===== src/hw/aare_regs.svh =====
// Register map, field positions and timing figures of the ack / retransmit engine.
// Assumes a 32-bit AXI4-Lite slave; each register index sits at byte address index*4.
//
// Notes on behaviour
// - Auto-ack only when auto-ack bit is one.
// - Transmit ack-request inverse bit as no-ack field.
// - Missing ack: packet lost, no data-sent event.
// - Ack echoes source, local address, same sequence.
// - Piggyback plus queued data: data becomes ack payload.
// - Otherwise send empty ack, addresses and sequence.
// - Queue read per ack; empty gives underflow.
// - Every ack carries no-ack flag set.
// - Ack valid: not timed out, unfiltered, sequence matches.
// - Auto-ack only in link-layer-stack packet format.
// - Repeated packet: ack again, same piggyback payload.
// - Retry limit 0..15, zero disables retransmission.
// - Attempt count readable, at most limit plus one.
// - Limit reached: event raised, queue kept intact (code raises no event when the limit is zero).
// - Retries replay same queue contents, no refill.
// - Receive timer: fdig/1210, ((p+1)*c-1) ticks.
// - Wake-up timer: RC scaled 1..8, (p+1)*(c+1).
// - Sniff timer: settle limit ticks, filter exponent rate.
`ifndef AARE_REGS_SVH
`define AARE_REGS_SVH

// Register indices (byte address = index * 4)
`define AARE_IDX_RX_TIMEOUT_COUNT 8'h46
`define AARE_IDX_RX_TIMEOUT_PRESCALE 8'h47
`define AARE_IDX_WAKEUP_PRESCALE 8'h48
`define AARE_IDX_WAKEUP_COUNT 8'h49
`define AARE_IDX_WAKEUP_RELOAD_PRESCALE 8'h4a
`define AARE_IDX_WAKEUP_RELOAD_COUNT 8'h4b
`define AARE_IDX_SNIFF_SETTLE_LIMIT 8'h54
`define AARE_IDX_CONTROL 8'h60
`define AARE_IDX_COMMAND 8'h61
`define AARE_IDX_STATUS 8'h62
`define AARE_IDX_ADDRESS 8'h63

// Control register fields
`define AARE_CTL_AUTO_ACK 0
`define AARE_CTL_PIGGYBACK 1
`define AARE_CTL_ACK_REQ_INV 2
`define AARE_CTL_STACK_FMT 3
`define AARE_CTL_RETRY_LO 4
`define AARE_CTL_RETRY_HI 7
`define AARE_CTL_WU_SCALE_LO 8
`define AARE_CTL_WU_SCALE_HI 9
`define AARE_CTL_WU_EN 10
`define AARE_CTL_CHF_EXP_LO 11
`define AARE_CTL_CHF_EXP_HI 13
`define AARE_CTL_RESET 16'h0000
`define AARE_CTL_WIDTH 16

// Command register bits (write one to act)
`define AARE_CMD_TX 0
`define AARE_CMD_RX 1
`define AARE_CMD_FLUSH 2
`define AARE_CMD_WU_RELOAD 3

// Status register fields
`define AARE_STS_ATTEMPT_LO 0
`define AARE_STS_ATTEMPT_HI 4
`define AARE_STS_UNDERFLOW 5
`define AARE_STS_BUSY 6

// Timing figures
`define AARE_RX_TICK_DIV 11'd1210
`define AARE_SNIFF_DIV 6'd24
`define AARE_BYTE_RESET 8'h00
`define AARE_RESP_OKAY 2'b00
`define AARE_RESP_SLVERR 2'b10

`endif


===== src/hw/aare_pkg.sv =====
// Types shared by the ack / retransmit engine.
// Assumes aare_regs.svh supplies the numeric constants.
package aare_pkg;
    typedef enum logic [2:0] {
        AARE_IDLE,
        AARE_SEND_DATA,
        AARE_WAIT_ACK,
        AARE_LISTEN,
        AARE_SEND_ACK
    } aare_state_e;
    typedef logic [7:0] aare_byte_t;
    typedef logic [11:0] aare_addr_t;
endpackage


===== src/hw/aare_engine.sv =====
// Link-layer ack / retransmit engine with receive, wake-up and sniff timers.
// Assumes a packet framer that sends on tx_start and reports received headers,
// and a transmit queue that can be read, replayed from its start and flushed.
//
// Added by the designer: the AXI4-Lite slave port.
`timescale 1ns/1ps
`include "aare_regs.svh"

module aare_engine (
    // Clock, reset, enable
    input wire logic sys_clk,
    input wire logic arst_n,
    input wire logic clk_en,
    // AXI4-Lite slave
    input wire aare_pkg::aare_addr_t s_axi_awaddr,
    input wire logic s_axi_awvalid,
    output logic s_axi_awready,
    input wire logic [31:0] s_axi_wdata,
    input wire logic [3:0] s_axi_wstrb,
    input wire logic s_axi_wvalid,
    output logic s_axi_wready,
    output logic [1:0] s_axi_bresp,
    output logic s_axi_bvalid,
    input wire logic s_axi_bready,
    input wire aare_pkg::aare_addr_t s_axi_araddr,
    input wire logic s_axi_arvalid,
    output logic s_axi_arready,
    output logic [31:0] s_axi_rdata,
    output logic [1:0] s_axi_rresp,
    output logic s_axi_rvalid,
    input wire logic s_axi_rready,
    // Framer transmit request
    output logic tx_start_r,
    output logic tx_no_ack_r,
    output logic tx_payload_en_r,
    output aare_pkg::aare_byte_t tx_dest_r,
    output aare_pkg::aare_byte_t tx_src_r,
    output aare_pkg::aare_byte_t tx_seq_r,
    input wire logic tx_done,
    // Framer receive report
    output logic rx_active_r,
    input wire logic rx_pkt_valid,
    input wire logic rx_filtered,
    input wire logic rx_no_ack,
    input wire aare_pkg::aare_byte_t rx_src,
    input wire aare_pkg::aare_byte_t rx_seq,
    // Transmit queue
    input wire logic txq_empty,
    output logic txq_read_r,
    output logic txq_rewind_r,
    output logic txq_flush_r,
    // Events
    output logic data_sent_r,
    output logic retry_limit_reached_interrupt,
    output logic rx_timeout_r,
    // Timers
    input wire logic rco_tick,
    output logic wakeup_r,
    input wire logic sniff_start,
    output logic sniff_expired_r
);
    import aare_pkg::*;

    aare_state_e state_r;
    logic [`AARE_CTL_WIDTH-1:0] ctl_r;
    aare_byte_t rxt_count_r, rxt_pre_r, wu_pre_r, wu_cnt_r, wu_rpre_r, wu_rcnt_r, sniff_lim_r;
    aare_byte_t local_src_r, seq_r;
    logic [4:0] attempt_r;
    logic underflow_r;
    logic [3:0] cmd_r;
    logic [3:0] retry_limit;
    logic aw_hold_r, w_hold_r;
    aare_addr_t aw_addr_r;
    logic [31:0] w_data_r;
    logic [3:0] w_strb_r;
    logic wr_fire, wr_hit;
    aare_byte_t wr_idx, rd_idx;
    logic [31:0] rd_val;
    logic rd_hit;
    logic rx_expire;

    assign retry_limit = ctl_r[`AARE_CTL_RETRY_HI:`AARE_CTL_RETRY_LO];

    // Write path: address and data taken in either order, answered together
    assign wr_fire = aw_hold_r && w_hold_r && !s_axi_bvalid;
    assign wr_idx = aw_addr_r[9:2];
    assign rd_idx = s_axi_araddr[9:2];
    always_ff @(posedge sys_clk or negedge arst_n) begin
        if (!arst_n) begin
            aw_hold_r <= 1'b0;
            w_hold_r <= 1'b0;
            aw_addr_r <= '0;
            w_data_r <= '0;
            w_strb_r <= '0;
            s_axi_bvalid <= 1'b0;
            s_axi_bresp <= `AARE_RESP_OKAY;
        end else if (clk_en) begin
            if (s_axi_awvalid && s_axi_awready) begin
                aw_hold_r <= 1'b1;
                aw_addr_r <= s_axi_awaddr;
            end
            if (s_axi_wvalid && s_axi_wready) begin
                w_hold_r <= 1'b1;
                w_data_r <= s_axi_wdata;
                w_strb_r <= s_axi_wstrb;
            end
            if (wr_fire) begin
                aw_hold_r <= 1'b0;
                w_hold_r <= 1'b0;
                s_axi_bvalid <= 1'b1;
                s_axi_bresp <= wr_hit ? `AARE_RESP_OKAY : `AARE_RESP_SLVERR;
            end else if (s_axi_bvalid && s_axi_bready) begin
                s_axi_bvalid <= 1'b0;
            end
        end
    end

    // Ready flags registered so outputs come from flops
    always_ff @(posedge sys_clk or negedge arst_n) begin
        if (!arst_n) begin
            s_axi_awready <= 1'b0;
            s_axi_wready <= 1'b0;
        end else if (clk_en) begin
            s_axi_awready <= !aw_hold_r && !(s_axi_awvalid && s_axi_awready) && !wr_fire;
            s_axi_wready <= !w_hold_r && !(s_axi_wvalid && s_axi_wready) && !wr_fire;
        end
    end

    // Address decode for writes
    always_comb begin
        unique case (wr_idx)
            `AARE_IDX_RX_TIMEOUT_COUNT, `AARE_IDX_RX_TIMEOUT_PRESCALE, `AARE_IDX_WAKEUP_PRESCALE,
            `AARE_IDX_WAKEUP_COUNT, `AARE_IDX_WAKEUP_RELOAD_PRESCALE, `AARE_IDX_WAKEUP_RELOAD_COUNT,
            `AARE_IDX_SNIFF_SETTLE_LIMIT, `AARE_IDX_CONTROL, `AARE_IDX_COMMAND, `AARE_IDX_STATUS,
            `AARE_IDX_ADDRESS: wr_hit = (aw_addr_r[11:10] == 2'b00);
            default: wr_hit = 1'b0;
        endcase
    end

    // Configuration registers, byte lanes honoured
    always_ff @(posedge sys_clk or negedge arst_n) begin
        if (!arst_n) begin
            ctl_r <= `AARE_CTL_RESET;
            rxt_count_r <= `AARE_BYTE_RESET;
            rxt_pre_r <= `AARE_BYTE_RESET;
            wu_rpre_r <= `AARE_BYTE_RESET;
            wu_rcnt_r <= `AARE_BYTE_RESET;
            sniff_lim_r <= `AARE_BYTE_RESET;
            local_src_r <= `AARE_BYTE_RESET;
            seq_r <= `AARE_BYTE_RESET;
            cmd_r <= '0;
        end else if (clk_en) begin
            cmd_r <= '0;
            if (wr_fire && wr_hit && w_strb_r[0]) begin
                unique case (wr_idx)
                    `AARE_IDX_RX_TIMEOUT_COUNT: rxt_count_r <= w_data_r[7:0];
                    `AARE_IDX_RX_TIMEOUT_PRESCALE: rxt_pre_r <= w_data_r[7:0];
                    `AARE_IDX_WAKEUP_RELOAD_PRESCALE: wu_rpre_r <= w_data_r[7:0];
                    `AARE_IDX_WAKEUP_RELOAD_COUNT: wu_rcnt_r <= w_data_r[7:0];
                    `AARE_IDX_SNIFF_SETTLE_LIMIT: sniff_lim_r <= w_data_r[7:0];
                    `AARE_IDX_CONTROL: ctl_r[7:0] <= w_data_r[7:0];
                    `AARE_IDX_COMMAND: cmd_r <= w_data_r[3:0];
                    `AARE_IDX_ADDRESS: local_src_r <= w_data_r[7:0];
                    default: ;
                endcase
            end
            if (wr_fire && wr_hit && w_strb_r[1]) begin
                if (wr_idx == `AARE_IDX_CONTROL) ctl_r[15:8] <= w_data_r[15:8];
                if (wr_idx == `AARE_IDX_ADDRESS) seq_r <= w_data_r[15:8];
            end
        end
    end

    // Read path: one cycle from address to data
    always_comb begin
        rd_hit = (s_axi_araddr[11:10] == 2'b00);
        unique case (rd_idx)
            `AARE_IDX_RX_TIMEOUT_COUNT: rd_val = {24'h0, rxt_count_r};
            `AARE_IDX_RX_TIMEOUT_PRESCALE: rd_val = {24'h0, rxt_pre_r};
            `AARE_IDX_WAKEUP_PRESCALE: rd_val = {24'h0, wu_pre_r};
            `AARE_IDX_WAKEUP_COUNT: rd_val = {24'h0, wu_cnt_r};
            `AARE_IDX_WAKEUP_RELOAD_PRESCALE: rd_val = {24'h0, wu_rpre_r};
            `AARE_IDX_WAKEUP_RELOAD_COUNT: rd_val = {24'h0, wu_rcnt_r};
            `AARE_IDX_SNIFF_SETTLE_LIMIT: rd_val = {24'h0, sniff_lim_r};
            `AARE_IDX_CONTROL: rd_val = {16'h0, ctl_r};
            `AARE_IDX_COMMAND: rd_val = 32'h0;
            `AARE_IDX_STATUS: rd_val = {25'h0, state_r != AARE_IDLE, underflow_r, attempt_r};
            `AARE_IDX_ADDRESS: rd_val = {16'h0, seq_r, local_src_r};
            default: begin
                rd_val = 32'h0;
                rd_hit = 1'b0;
            end
        endcase
    end

    always_ff @(posedge sys_clk or negedge arst_n) begin
        if (!arst_n) begin
            s_axi_arready <= 1'b0;
            s_axi_rvalid <= 1'b0;
            s_axi_rdata <= '0;
            s_axi_rresp <= `AARE_RESP_OKAY;
        end else if (clk_en) begin
            s_axi_arready <= !s_axi_rvalid && !(s_axi_arvalid && s_axi_arready);
            if (s_axi_arvalid && s_axi_arready) begin
                s_axi_rvalid <= 1'b1;
                s_axi_rdata <= rd_val;
                s_axi_rresp <= rd_hit ? `AARE_RESP_OKAY : `AARE_RESP_SLVERR;
            end else if (s_axi_rvalid && s_axi_rready) begin
                s_axi_rvalid <= 1'b0;
            end
        end
    end

    // Receive timer: tick every 1210 clocks, runs while listening
    logic [10:0] rxt_div_r;
    logic [15:0] rxt_left_r;
    logic rxt_load, rxt_inf_r;
    always_ff @(posedge sys_clk or negedge arst_n) begin
        if (!arst_n) begin
            rxt_div_r <= '0;
            rxt_left_r <= '0;
            rxt_inf_r <= 1'b0;
            rx_timeout_r <= 1'b0;
        end else if (clk_en) begin
            rx_timeout_r <= rx_expire;
            if (rxt_load) begin
                rxt_div_r <= '0;
                rxt_inf_r <= (rxt_count_r == 8'h00);
                rxt_left_r <= 16'(({8'h00, rxt_pre_r} + 16'h0001) * {8'h00, rxt_count_r} - 16'h0001);
            end else if (rx_active_r && !rxt_inf_r) begin
                rxt_div_r <= (rxt_div_r == `AARE_RX_TICK_DIV - 11'd1) ? 11'd0 : rxt_div_r + 11'd1;
                if (rxt_div_r == `AARE_RX_TICK_DIV - 11'd1 && rxt_left_r != 16'h0000)
                    rxt_left_r <= rxt_left_r - 16'h0001;
            end
        end
    end
    assign rx_expire = rx_active_r && !rxt_inf_r && !rxt_load &&
        rxt_div_r == `AARE_RX_TICK_DIV - 11'd1 && rxt_left_r <= 16'h0001;

    // Protocol sequencer
    logic ack_ok, ack_wanted, retry_left;
    assign ack_ok = rx_pkt_valid && !rx_filtered && !rx_expire && rx_seq == seq_r;
    assign ack_wanted = ctl_r[`AARE_CTL_AUTO_ACK] && ctl_r[`AARE_CTL_STACK_FMT] && !rx_no_ack;
    assign retry_left = retry_limit != 4'h0 && attempt_r <= {1'b0, retry_limit};
    assign rxt_load = clk_en && ((state_r == AARE_SEND_DATA && tx_done && !tx_no_ack_r) ||
        (state_r == AARE_IDLE && cmd_r[`AARE_CMD_RX]) || (state_r == AARE_SEND_ACK && tx_done));

    always_ff @(posedge sys_clk or negedge arst_n) begin
        if (!arst_n) begin
            state_r <= AARE_IDLE;
            attempt_r <= '0;
            tx_start_r <= 1'b0;
            tx_no_ack_r <= 1'b0;
            tx_payload_en_r <= 1'b0;
            tx_dest_r <= '0;
            tx_src_r <= '0;
            tx_seq_r <= '0;
            rx_active_r <= 1'b0;
            txq_read_r <= 1'b0;
            txq_rewind_r <= 1'b0;
            data_sent_r <= 1'b0;
            retry_limit_reached_interrupt <= 1'b0;
        end else if (clk_en) begin
            tx_start_r <= 1'b0;
            txq_read_r <= 1'b0;
            txq_rewind_r <= 1'b0;
            data_sent_r <= 1'b0;
            retry_limit_reached_interrupt <= 1'b0;
            unique case (state_r)
                AARE_IDLE: begin
                    if (cmd_r[`AARE_CMD_TX]) begin
                        state_r <= AARE_SEND_DATA;
                        attempt_r <= 5'd1;
                        tx_start_r <= 1'b1;
                        tx_no_ack_r <= ctl_r[`AARE_CTL_ACK_REQ_INV];
                        tx_payload_en_r <= 1'b1;
                        tx_dest_r <= '0;
                        tx_src_r <= local_src_r;
                        tx_seq_r <= seq_r;
                    end else if (cmd_r[`AARE_CMD_RX]) begin
                        state_r <= AARE_LISTEN;
                        rx_active_r <= 1'b1;
                    end
                end
                AARE_SEND_DATA: begin
                    if (tx_done && tx_no_ack_r) begin
                        state_r <= AARE_IDLE;
                        data_sent_r <= 1'b1;
                    end else if (tx_done) begin
                        state_r <= AARE_WAIT_ACK;
                        rx_active_r <= 1'b1;
                    end
                end
                AARE_WAIT_ACK: begin
                    if (ack_ok) begin
                        state_r <= AARE_IDLE;
                        rx_active_r <= 1'b0;
                        data_sent_r <= 1'b1;
                    end else if (rx_expire && retry_left) begin
                        state_r <= AARE_SEND_DATA;
                        rx_active_r <= 1'b0;
                        attempt_r <= attempt_r + 5'd1;
                        txq_rewind_r <= 1'b1;
                        tx_start_r <= 1'b1;
                    end else if (rx_expire) begin
                        state_r <= AARE_IDLE;
                        rx_active_r <= 1'b0;
                        retry_limit_reached_interrupt <= retry_limit != 4'h0;
                    end
                end
                AARE_LISTEN: begin
                    if (rx_expire) begin
                        state_r <= AARE_IDLE;
                        rx_active_r <= 1'b0;
                    end else if (rx_pkt_valid && !rx_filtered && ack_wanted) begin
                        state_r <= AARE_SEND_ACK;
                        rx_active_r <= 1'b0;
                        tx_start_r <= 1'b1;
                        tx_dest_r <= rx_src;
                        tx_src_r <= local_src_r;
                        tx_seq_r <= rx_seq;
                        tx_no_ack_r <= 1'b1;
                        tx_payload_en_r <= ctl_r[`AARE_CTL_PIGGYBACK] && !txq_empty;
                        txq_read_r <= 1'b1;
                    end
                end
                AARE_SEND_ACK: begin
                    if (tx_done) begin
                        state_r <= AARE_LISTEN;
                        rx_active_r <= 1'b1;
                        txq_rewind_r <= tx_payload_en_r;
                    end
                end
            endcase
        end
    end

    // Underflow flag: ack queue read on empty, cleared by flush, set wins
    always_ff @(posedge sys_clk or negedge arst_n) begin
        if (!arst_n) begin
            underflow_r <= 1'b0;
            txq_flush_r <= 1'b0;
        end else if (clk_en) begin
            txq_flush_r <= cmd_r[`AARE_CMD_FLUSH];
            if (txq_read_r && txq_empty)
                underflow_r <= 1'b1;
            else if (cmd_r[`AARE_CMD_FLUSH])
                underflow_r <= 1'b0;
        end
    end

    // Wake-up timer on scaled RC ticks, period (p+1)*(c+1)
    logic [2:0] wu_scale_r;
    logic [2:0] wu_scale_max;
    logic wu_tick;
    assign wu_scale_max = 3'((4'h1 << ctl_r[`AARE_CTL_WU_SCALE_HI:`AARE_CTL_WU_SCALE_LO]) - 4'h1);
    assign wu_tick = rco_tick && wu_scale_r == wu_scale_max;
    aare_byte_t wu_pcur_r;
    always_ff @(posedge sys_clk or negedge arst_n) begin
        if (!arst_n) begin
            wu_scale_r <= '0;
            wu_pre_r <= `AARE_BYTE_RESET;
            wu_cnt_r <= `AARE_BYTE_RESET;
            wu_pcur_r <= '0;
            wakeup_r <= 1'b0;
        end else if (clk_en) begin
            wakeup_r <= 1'b0;
            if (wr_fire && wr_hit && w_strb_r[0] && wr_idx == `AARE_IDX_WAKEUP_PRESCALE) begin
                wu_pre_r <= w_data_r[7:0];
                wu_pcur_r <= w_data_r[7:0];
            end else if (wr_fire && wr_hit && w_strb_r[0] && wr_idx == `AARE_IDX_WAKEUP_COUNT) begin
                wu_cnt_r <= w_data_r[7:0];
            end else if (cmd_r[`AARE_CMD_WU_RELOAD]) begin
                wu_pre_r <= wu_rpre_r;
                wu_pcur_r <= wu_rpre_r;
                wu_cnt_r <= wu_rcnt_r;
            end else if (ctl_r[`AARE_CTL_WU_EN] && rco_tick) begin
                wu_scale_r <= wu_tick ? 3'd0 : wu_scale_r + 3'd1;
                if (wu_tick && wu_pcur_r != 8'h00) begin
                    wu_pcur_r <= wu_pcur_r - 8'h01;
                end else if (wu_tick) begin
                    wu_pcur_r <= wu_pre_r;
                    if (wu_cnt_r == 8'h00) begin
                        wakeup_r <= 1'b1;
                        wu_cnt_r <= wu_rcnt_r;
                        wu_pre_r <= wu_rpre_r;
                        wu_pcur_r <= wu_rpre_r;
                    end else begin
                        wu_cnt_r <= wu_cnt_r - 8'h01;
                    end
                end
            end
        end
    end

    // Sniff timer: source rate fdig/24 * 2^exponent by accumulator, for exponents 0 to 4
    logic [5:0] sn_acc_r;
    logic [6:0] sn_sum;
    aare_byte_t sn_left_r;
    logic sn_run_r;
    assign sn_sum = {1'b0, sn_acc_r} + 7'(7'h01 << ctl_r[`AARE_CTL_CHF_EXP_HI:`AARE_CTL_CHF_EXP_LO]);
    always_ff @(posedge sys_clk or negedge arst_n) begin
        if (!arst_n) begin
            sn_acc_r <= '0;
            sn_left_r <= '0;
            sn_run_r <= 1'b0;
            sniff_expired_r <= 1'b0;
        end else if (clk_en) begin
            sniff_expired_r <= 1'b0;
            if (sniff_start) begin
                sn_acc_r <= '0;
                sn_left_r <= sniff_lim_r;
                sn_run_r <= 1'b1;
            end else if (sn_run_r && sn_sum >= {1'b0, `AARE_SNIFF_DIV}) begin
                sn_acc_r <= 6'(sn_sum - {1'b0, `AARE_SNIFF_DIV});
                if (sn_left_r <= 8'h01) begin
                    sn_run_r <= 1'b0;
                    sniff_expired_r <= 1'b1;
                end else begin
                    sn_left_r <= sn_left_r - 8'h01;
                end
            end else if (sn_run_r) begin
                sn_acc_r <= sn_sum[5:0];
            end
        end
    end

endmodule // aare_engine


===== config.mk =====
export PLATFORM = sky130hd
export DESIGN_NAME = aare_engine
export DESIGN_NICKNAME = d
export VERILOG_FILES = /design/src/hw/aare_pkg.sv /design/src/hw/aare_engine.sv
export VERILOG_INCLUDE_DIRS = /design/src /design/src/hw
export SDC_FILE = /design/constraint.sdc
export NUM_CORES = 1
export LEC_CHECK = 0
export ABC_AREA = 1
export BUFFER_PORTS_ARGS = -buffer_cell sky130_fd_sc_hd__buf_2
export CAP_MARGIN = 20
export CORE_MARGIN = 2
export CORE_UTILIZATION = 42
export DETAILED_ROUTE_END_ITERATION = 8
export PLACE_DENSITY = 0.58
export SYNTH_ARGS = -nofsm -noshare
export SYNTH_HDL_FRONTEND = slang
export SYNTH_SLANG_ARGS = --single-unit

===== constraint.sdc =====
create_clock -name sys_clk -period 14.28 [get_ports sys_clk]
set_input_delay 0 -clock sys_clk [delete_from_list [all_inputs] [get_ports sys_clk]]
set_output_delay 0 -clock sys_clk [all_outputs]
set_load 0.005 [all_outputs]

==> flow_summary.html <==
<table>
<tr><th>Metric</th><th>Value</th></tr>
<tr><th colspan="2">STA</th></tr>
<tr><td>Maximum clock frequency</td><td>178 MHz</td></tr>
<tr><td>Number of hold-slack violations in the final timing report</td><td>0</td></tr>
<tr><td>Slew of the pin with the lowest slew margin</td><td>about 1000 ps</td></tr>
<tr><td>Hold_ws</td><td>41.2 ps</td></tr>
<tr><td>Unrepaired setup endpoints after global routing</td><td>no</td></tr>
<tr><td>Sum of negative setup slack</td><td>0 ps</td></tr>
<tr><td>Worst setup skew after layout</td><td>63.7 ps</td></tr>
<tr><td>Final setup violation count</td><td>0</td></tr>
<tr><td>Final worst-path cycle share</td><td>0.394</td></tr>
<tr><td>Number of pins with negative max-slew slack in the final report</td><td>0</td></tr>
<tr><td>Min Clock Period, post-route</td><td>5620 ps</td></tr>
<tr><td>Slew HR</td><td>0.309</td></tr>
<tr><th colspan="2">Global routing</th></tr>
<tr><td>Wire length of the first global-routing pass</td><td>72200 microns</td></tr>
<tr><td>GR Overflow Total</td><td>0</td></tr>
<tr><td>Vias in the first global route</td><td>~14k</td></tr>
<tr><td>Aggregate global-route resource usage</td><td>0.229</td></tr>
<tr><td>Initial antenna violation count</td><td>1</td></tr>
<tr><td>Largest net degree at the start of global routing</td><td>approximately 120</td></tr>
<tr><th colspan="2">Detailed routing</th></tr>
<tr><td>Overall via count from detail_route</td><td>roughly 14k</td></tr>
<tr><td>Number of optimization iterations in the first detailed-route pass</td><td>5</td></tr>
<tr><td>Final wirelength</td><td>between 40000 and 50000 microns</td></tr>
<tr><td>Detailed router's first-iteration violation count</td><td>822</td></tr>
<tr><td>Detail Route Antenna Nets</td><td>0</td></tr>
<tr><td>Post-detailed-route DRC marker count</td><td>0</td></tr>
<tr><td>Drt via density</td><td>5.03</td></tr>
<tr><td>Wire length per cell</td><td>15.5 microns</td></tr>
<tr><th colspan="2">Placement</th></tr>
<tr><td>Number of port buffers</td><td>127</td></tr>
<tr><td>Final weighted congestion in routability-driven placement</td><td>0.869</td></tr>
<tr><td>Estimated wirelength of the detail-placed design</td><td>roughly 32000 microns</td></tr>
<tr><th colspan="2">Critical path</th></tr>
<tr><td>Category of the critical setup timing path</td><td>register to register</td></tr>
<tr><td>Critical Path End Type</td><td>register</td></tr>
<tr><td>Arrival time at the worst endpoint</td><td>6070 ps</td></tr>
<tr><td>Critical Path Fanout Max</td><td>9</td></tr>
<tr><td>Startpoint type of the worst setup path</td><td>register</td></tr>
<tr><td>Required time at the endpoint of the critical path</td><td>14730 ps</td></tr>
<tr><td>Path depth of the worst reg2reg path</td><td>21</td></tr>
<tr><th colspan="2">Pwr</th></tr>
<tr><td>Static Leak</td><td>between 9 and 10 nW</td></tr>
<tr><td>Worst supply voltage drop on vdd</td><td>0.0988 mV</td></tr>
<tr><td>Power density cells</td><td>122 nW/um^2</td></tr>
<tr><th colspan="2">Logic synthesis</th></tr>
<tr><td>Number of register bits inferred by synthesis</td><td>roughly 240</td></tr>
<tr><td>Synth top area cells</td><td>sky130_fd_sc_hd__dfrtp_1 38%, sky130_fd_sc_hd__nand2_1 16%, sky130_fd_sc_hd__inv_1 7.0%, sky130_fd_sc_hd__fa_1 6.0%, sky130_fd_sc_hd__o21ai_0 5.4%</td></tr>
<tr><td>Number of enable-type register cells in the synthesized netlist</td><td>0</td></tr>
<tr><td>Syn Inst Count</td><td>2154</td></tr>
<tr><td>Average cell area after synthesis</td><td>7.45 sq um</td></tr>
<tr><td>Predominant post-synthesis flop cell</td><td>sky130_fd_sc_hd__dfrtp_1</td></tr>
<tr><td>Summed instance area of the synthesized netlist</td><td>16000 sq um</td></tr>
<tr><td>Top cell type by total area after synthesis</td><td>sky130_fd_sc_hd__dfrtp_1</td></tr>
<tr><td>Yosys warning count</td><td>0</td></tr>
<tr><td>Fraction of the yosys area taken by sequential cells</td><td>0.381</td></tr>
<tr><td>Share of synthesized flip-flops with an asynchronous set or reset</td><td>1.00</td></tr>
<tr><td>Area fraction of the dominant cell type after synthesis</td><td>0.381</td></tr>
<tr><td>Most used standard cells in the synthesized netlist</td><td>663 x sky130_fd_sc_hd__nand2_1, 300 x sky130_fd_sc_hd__inv_1, 244 x sky130_fd_sc_hd__dfrtp_1</td></tr>
<tr><td>Most common cell in the netlist</td><td>sky130_fd_sc_hd__nand2_1</td></tr>
<tr><td>Unique masters post-synth</td><td>55</td></tr>
<tr><th colspan="2">CTS</th></tr>
<tr><td>Number of setup buffers added after CTS</td><td>0</td></tr>
<tr><td>Num CTS Buffers</td><td>30</td></tr>
<tr><td>Clock tree from TritonCTS</td><td>built</td></tr>
<tr><td>Clock tree sinks</td><td>244</td></tr>
<tr><td>Post-CTS clock slew at the launch and capture registers of the worst setup and hold paths</td><td>60 ps</td></tr>
<tr><td>Clock latency of the later-clocked register in the worst-skew pair</td><td>slightly above 600 ps</td></tr>
<tr><td># resized after CTS</td><td>0</td></tr>
<tr><td>Worst-case clock buffer depth</td><td>3</td></tr>
<tr><td>H-tree depth</td><td>1</td></tr>
<tr><td>Root Buffer</td><td>sky130_fd_sc_hd__clkbuf_16</td></tr>
<tr><th colspan="2">Die</th></tr>
<tr><td>I/O pin cnt</td><td>approximately 170</td></tr>
<tr><td>Die Area</td><td>39800 sq um</td></tr>
<tr><td>Die boundary width</td><td>199 microns</td></tr>
<tr><td>Starting utilization of the core area</td><td>0.426</td></tr>
<tr><td>Die boundary height</td><td>199 microns</td></tr>
<tr><td>Area of the core</td><td>around 38000 sq um</td></tr>
<tr><td>Core Rows</td><td>71</td></tr>
<tr><th colspan="2">Run</th></tr>
<tr><td>Number of maximum-capacitance violations</td><td>0</td></tr>
<tr><th colspan="2">Cells and area</th></tr>
<tr><td>Net count reported at finish</td><td>roughly 2.5k</td></tr>
<tr><td>Ratio of cells with drive above 1 in the final layout</td><td>0.102</td></tr>
<tr><td>Fillers</td><td>3741</td></tr>
<tr><td>Layout area overhead</td><td>17.3%</td></tr>
<tr><th colspan="2">Status</th></tr>
<tr><td>Run status</td><td>complete, no violations</td></tr>
<tr><th colspan="2">Min path</th></tr>
<tr><td>Class of the most critical hold timing path</td><td>input pin to register</td></tr>
<tr><td>Cell depth of the worst hold path</td><td>5</td></tr>
</table>
## sequential cells by signal (all words and copies together) (netlist names), 10 cells and up
register / count
rxt_div_r: 11
rxt_left_r: 16
w_data_r: 16
s_axi_rdata: 16
ctl_r: 16
aw_addr_r: 10
## placed cells by master (no fill, tap or decap), drive strengths merged, types with 18 or more instances in the layout
cell	Yosys	final
inv	309	309
nor2	174	174
conb	1	18
nor3	30	30
o21ai	251	251
buf	41	134
o22ai	23	23
clkbuf	29	39
ha	60	60
xor2	28	28
nand2	674	674
a21oi	34	34
fa	48	48
nand3	92	92
nand4	20	20
dfrtp	244	244
dlygate4sd3	0	65
## logic make-up after synthesis
family                     after synthesis  synth area share
and+or+nand+nor                       1017             0.267
buffers and inverters                  381            0.0975
AOI/OAI and AO/OA                      358             0.123
DFF                                    244             0.381
adders and majority gates              108             0.107
xor gates and xnor gates                42            0.0229
muxes                                    3           0.00187
other                                    1          0.000234
## per-layer routing
layer  up-vias  share of wire  track usage
met1      6800           0.46        0.314
met2       334           0.46        0.377
met4         2          0.036       0.0804
met3        79          0.041       0.0235
met5         -        0.00025            0
li1       7179              -            -
## worst max-delay path, cell delays in order (launching register included)
cell                      delay, ps
sky130_fd_sc_hd__dfrtp_1        560
sky130_fd_sc_hd__ha_1           250
sky130_fd_sc_hd__nand2_1         60
sky130_fd_sc_hd__nor2_1         160
sky130_fd_sc_hd__xor2_1         560
sky130_fd_sc_hd__nand2_1        170
sky130_fd_sc_hd__fa_1           580
sky130_fd_sc_hd__inv_1           50
sky130_fd_sc_hd__fa_1           480
sky130_fd_sc_hd__fa_1           490
sky130_fd_sc_hd__inv_1           50
sky130_fd_sc_hd__fa_1           530
sky130_fd_sc_hd__inv_1           40
sky130_fd_sc_hd__ha_1           350
sky130_fd_sc_hd__a21oi_1        230
sky130_fd_sc_hd__inv_1           70
sky130_fd_sc_hd__a31oi_1        360
sky130_fd_sc_hd__nor3_1          90
sky130_fd_sc_hd__nor2_1         130
sky130_fd_sc_hd__nor2_1          60
sky130_fd_sc_hd__o21ai_0        150
sky130_fd_sc_hd__nand2_1         60
## where the power goes
| part | internal (W) | total (W) | switching [W] | leakage (nW) |
|---|---|---|---|---|
| sequential | 0.000797 | 0.000887 | 0.0000893 | 3.23 |
| combinational | 0.000182 | 0.000541 | 0.000359 | 5.89 |
| clock | 0.000540 | 0.000860 | 0.000319 | 0.543 |
## repair_timing
action,CTS,global route
hold endpoints to repair,202,0
endpoints found under the setup margin,0,0
hold buffers,65,0
## path summary, 6_finish.rpt
check / start / end / slack [ps]
hold / removal: rco_tick / wu_scale_r[2]$_DFFE_PN0P_ / 40
hold reg to reg: tx_dest_r[7]$_DFFE_PN0P_ / tx_dest_r[7]$_DFFE_PN0P_ / 470
max in group asynchronous: arst_n / data_sent_r$_DFFE_PN0P_ / 12750
setup reg to reg: rxt_pre_r[0]$_DFFE_PN0P_ / rxt_left_r[15]$_DFFE_PN0P_ / 8660
min in group asynchronous: arst_n / s_axi_rdata[11]$_DFFE_PN0P_ / 140
setup / recovery: rxt_pre_r[0]$_DFFE_PN0P_ / rxt_left_r[15]$_DFFE_PN0P_ / 8660
## per-stage QoR
step,std cells,utilization,setup WS [ps],area (sq um),power (W)
2_1_floorplan,2171,-,9280,16100,0.00124
3_3_place_gp,2745,0.452,8750,17000,0.00140
3_5_place_dp,2745,0.452,8680,17000,0.00142
4_1_cts,2862,0.499,8630,18800,0.00230
5_1_grt,2863,0.500,8190,18800,0.00242
6_report,2864,0.500,8660,18800,0.00229
## layout make-up
| type | count | area [sq um] | area share |
|---|---|---|---|
| Antenna cell | 1 | 2.50 | 0.000133 |
| Clock buffer | 39 | 845 | 0.0449 |
| Clock inverter | 13 | 268 | 0.0142 |
| Inverter | 311 | 1170 | 0.0620 |
| Multi-Input combinational cell | 1546 | 8440 | 0.448 |
| Sequential cell | 244 | 6110 | 0.324 |
| Tap cell | 511 | 639 | 0.0340 |
| Timing Repair Buffer | 199 | 1360 | 0.0721 |
No activity file was read; power rests on OpenSTA's default activity.
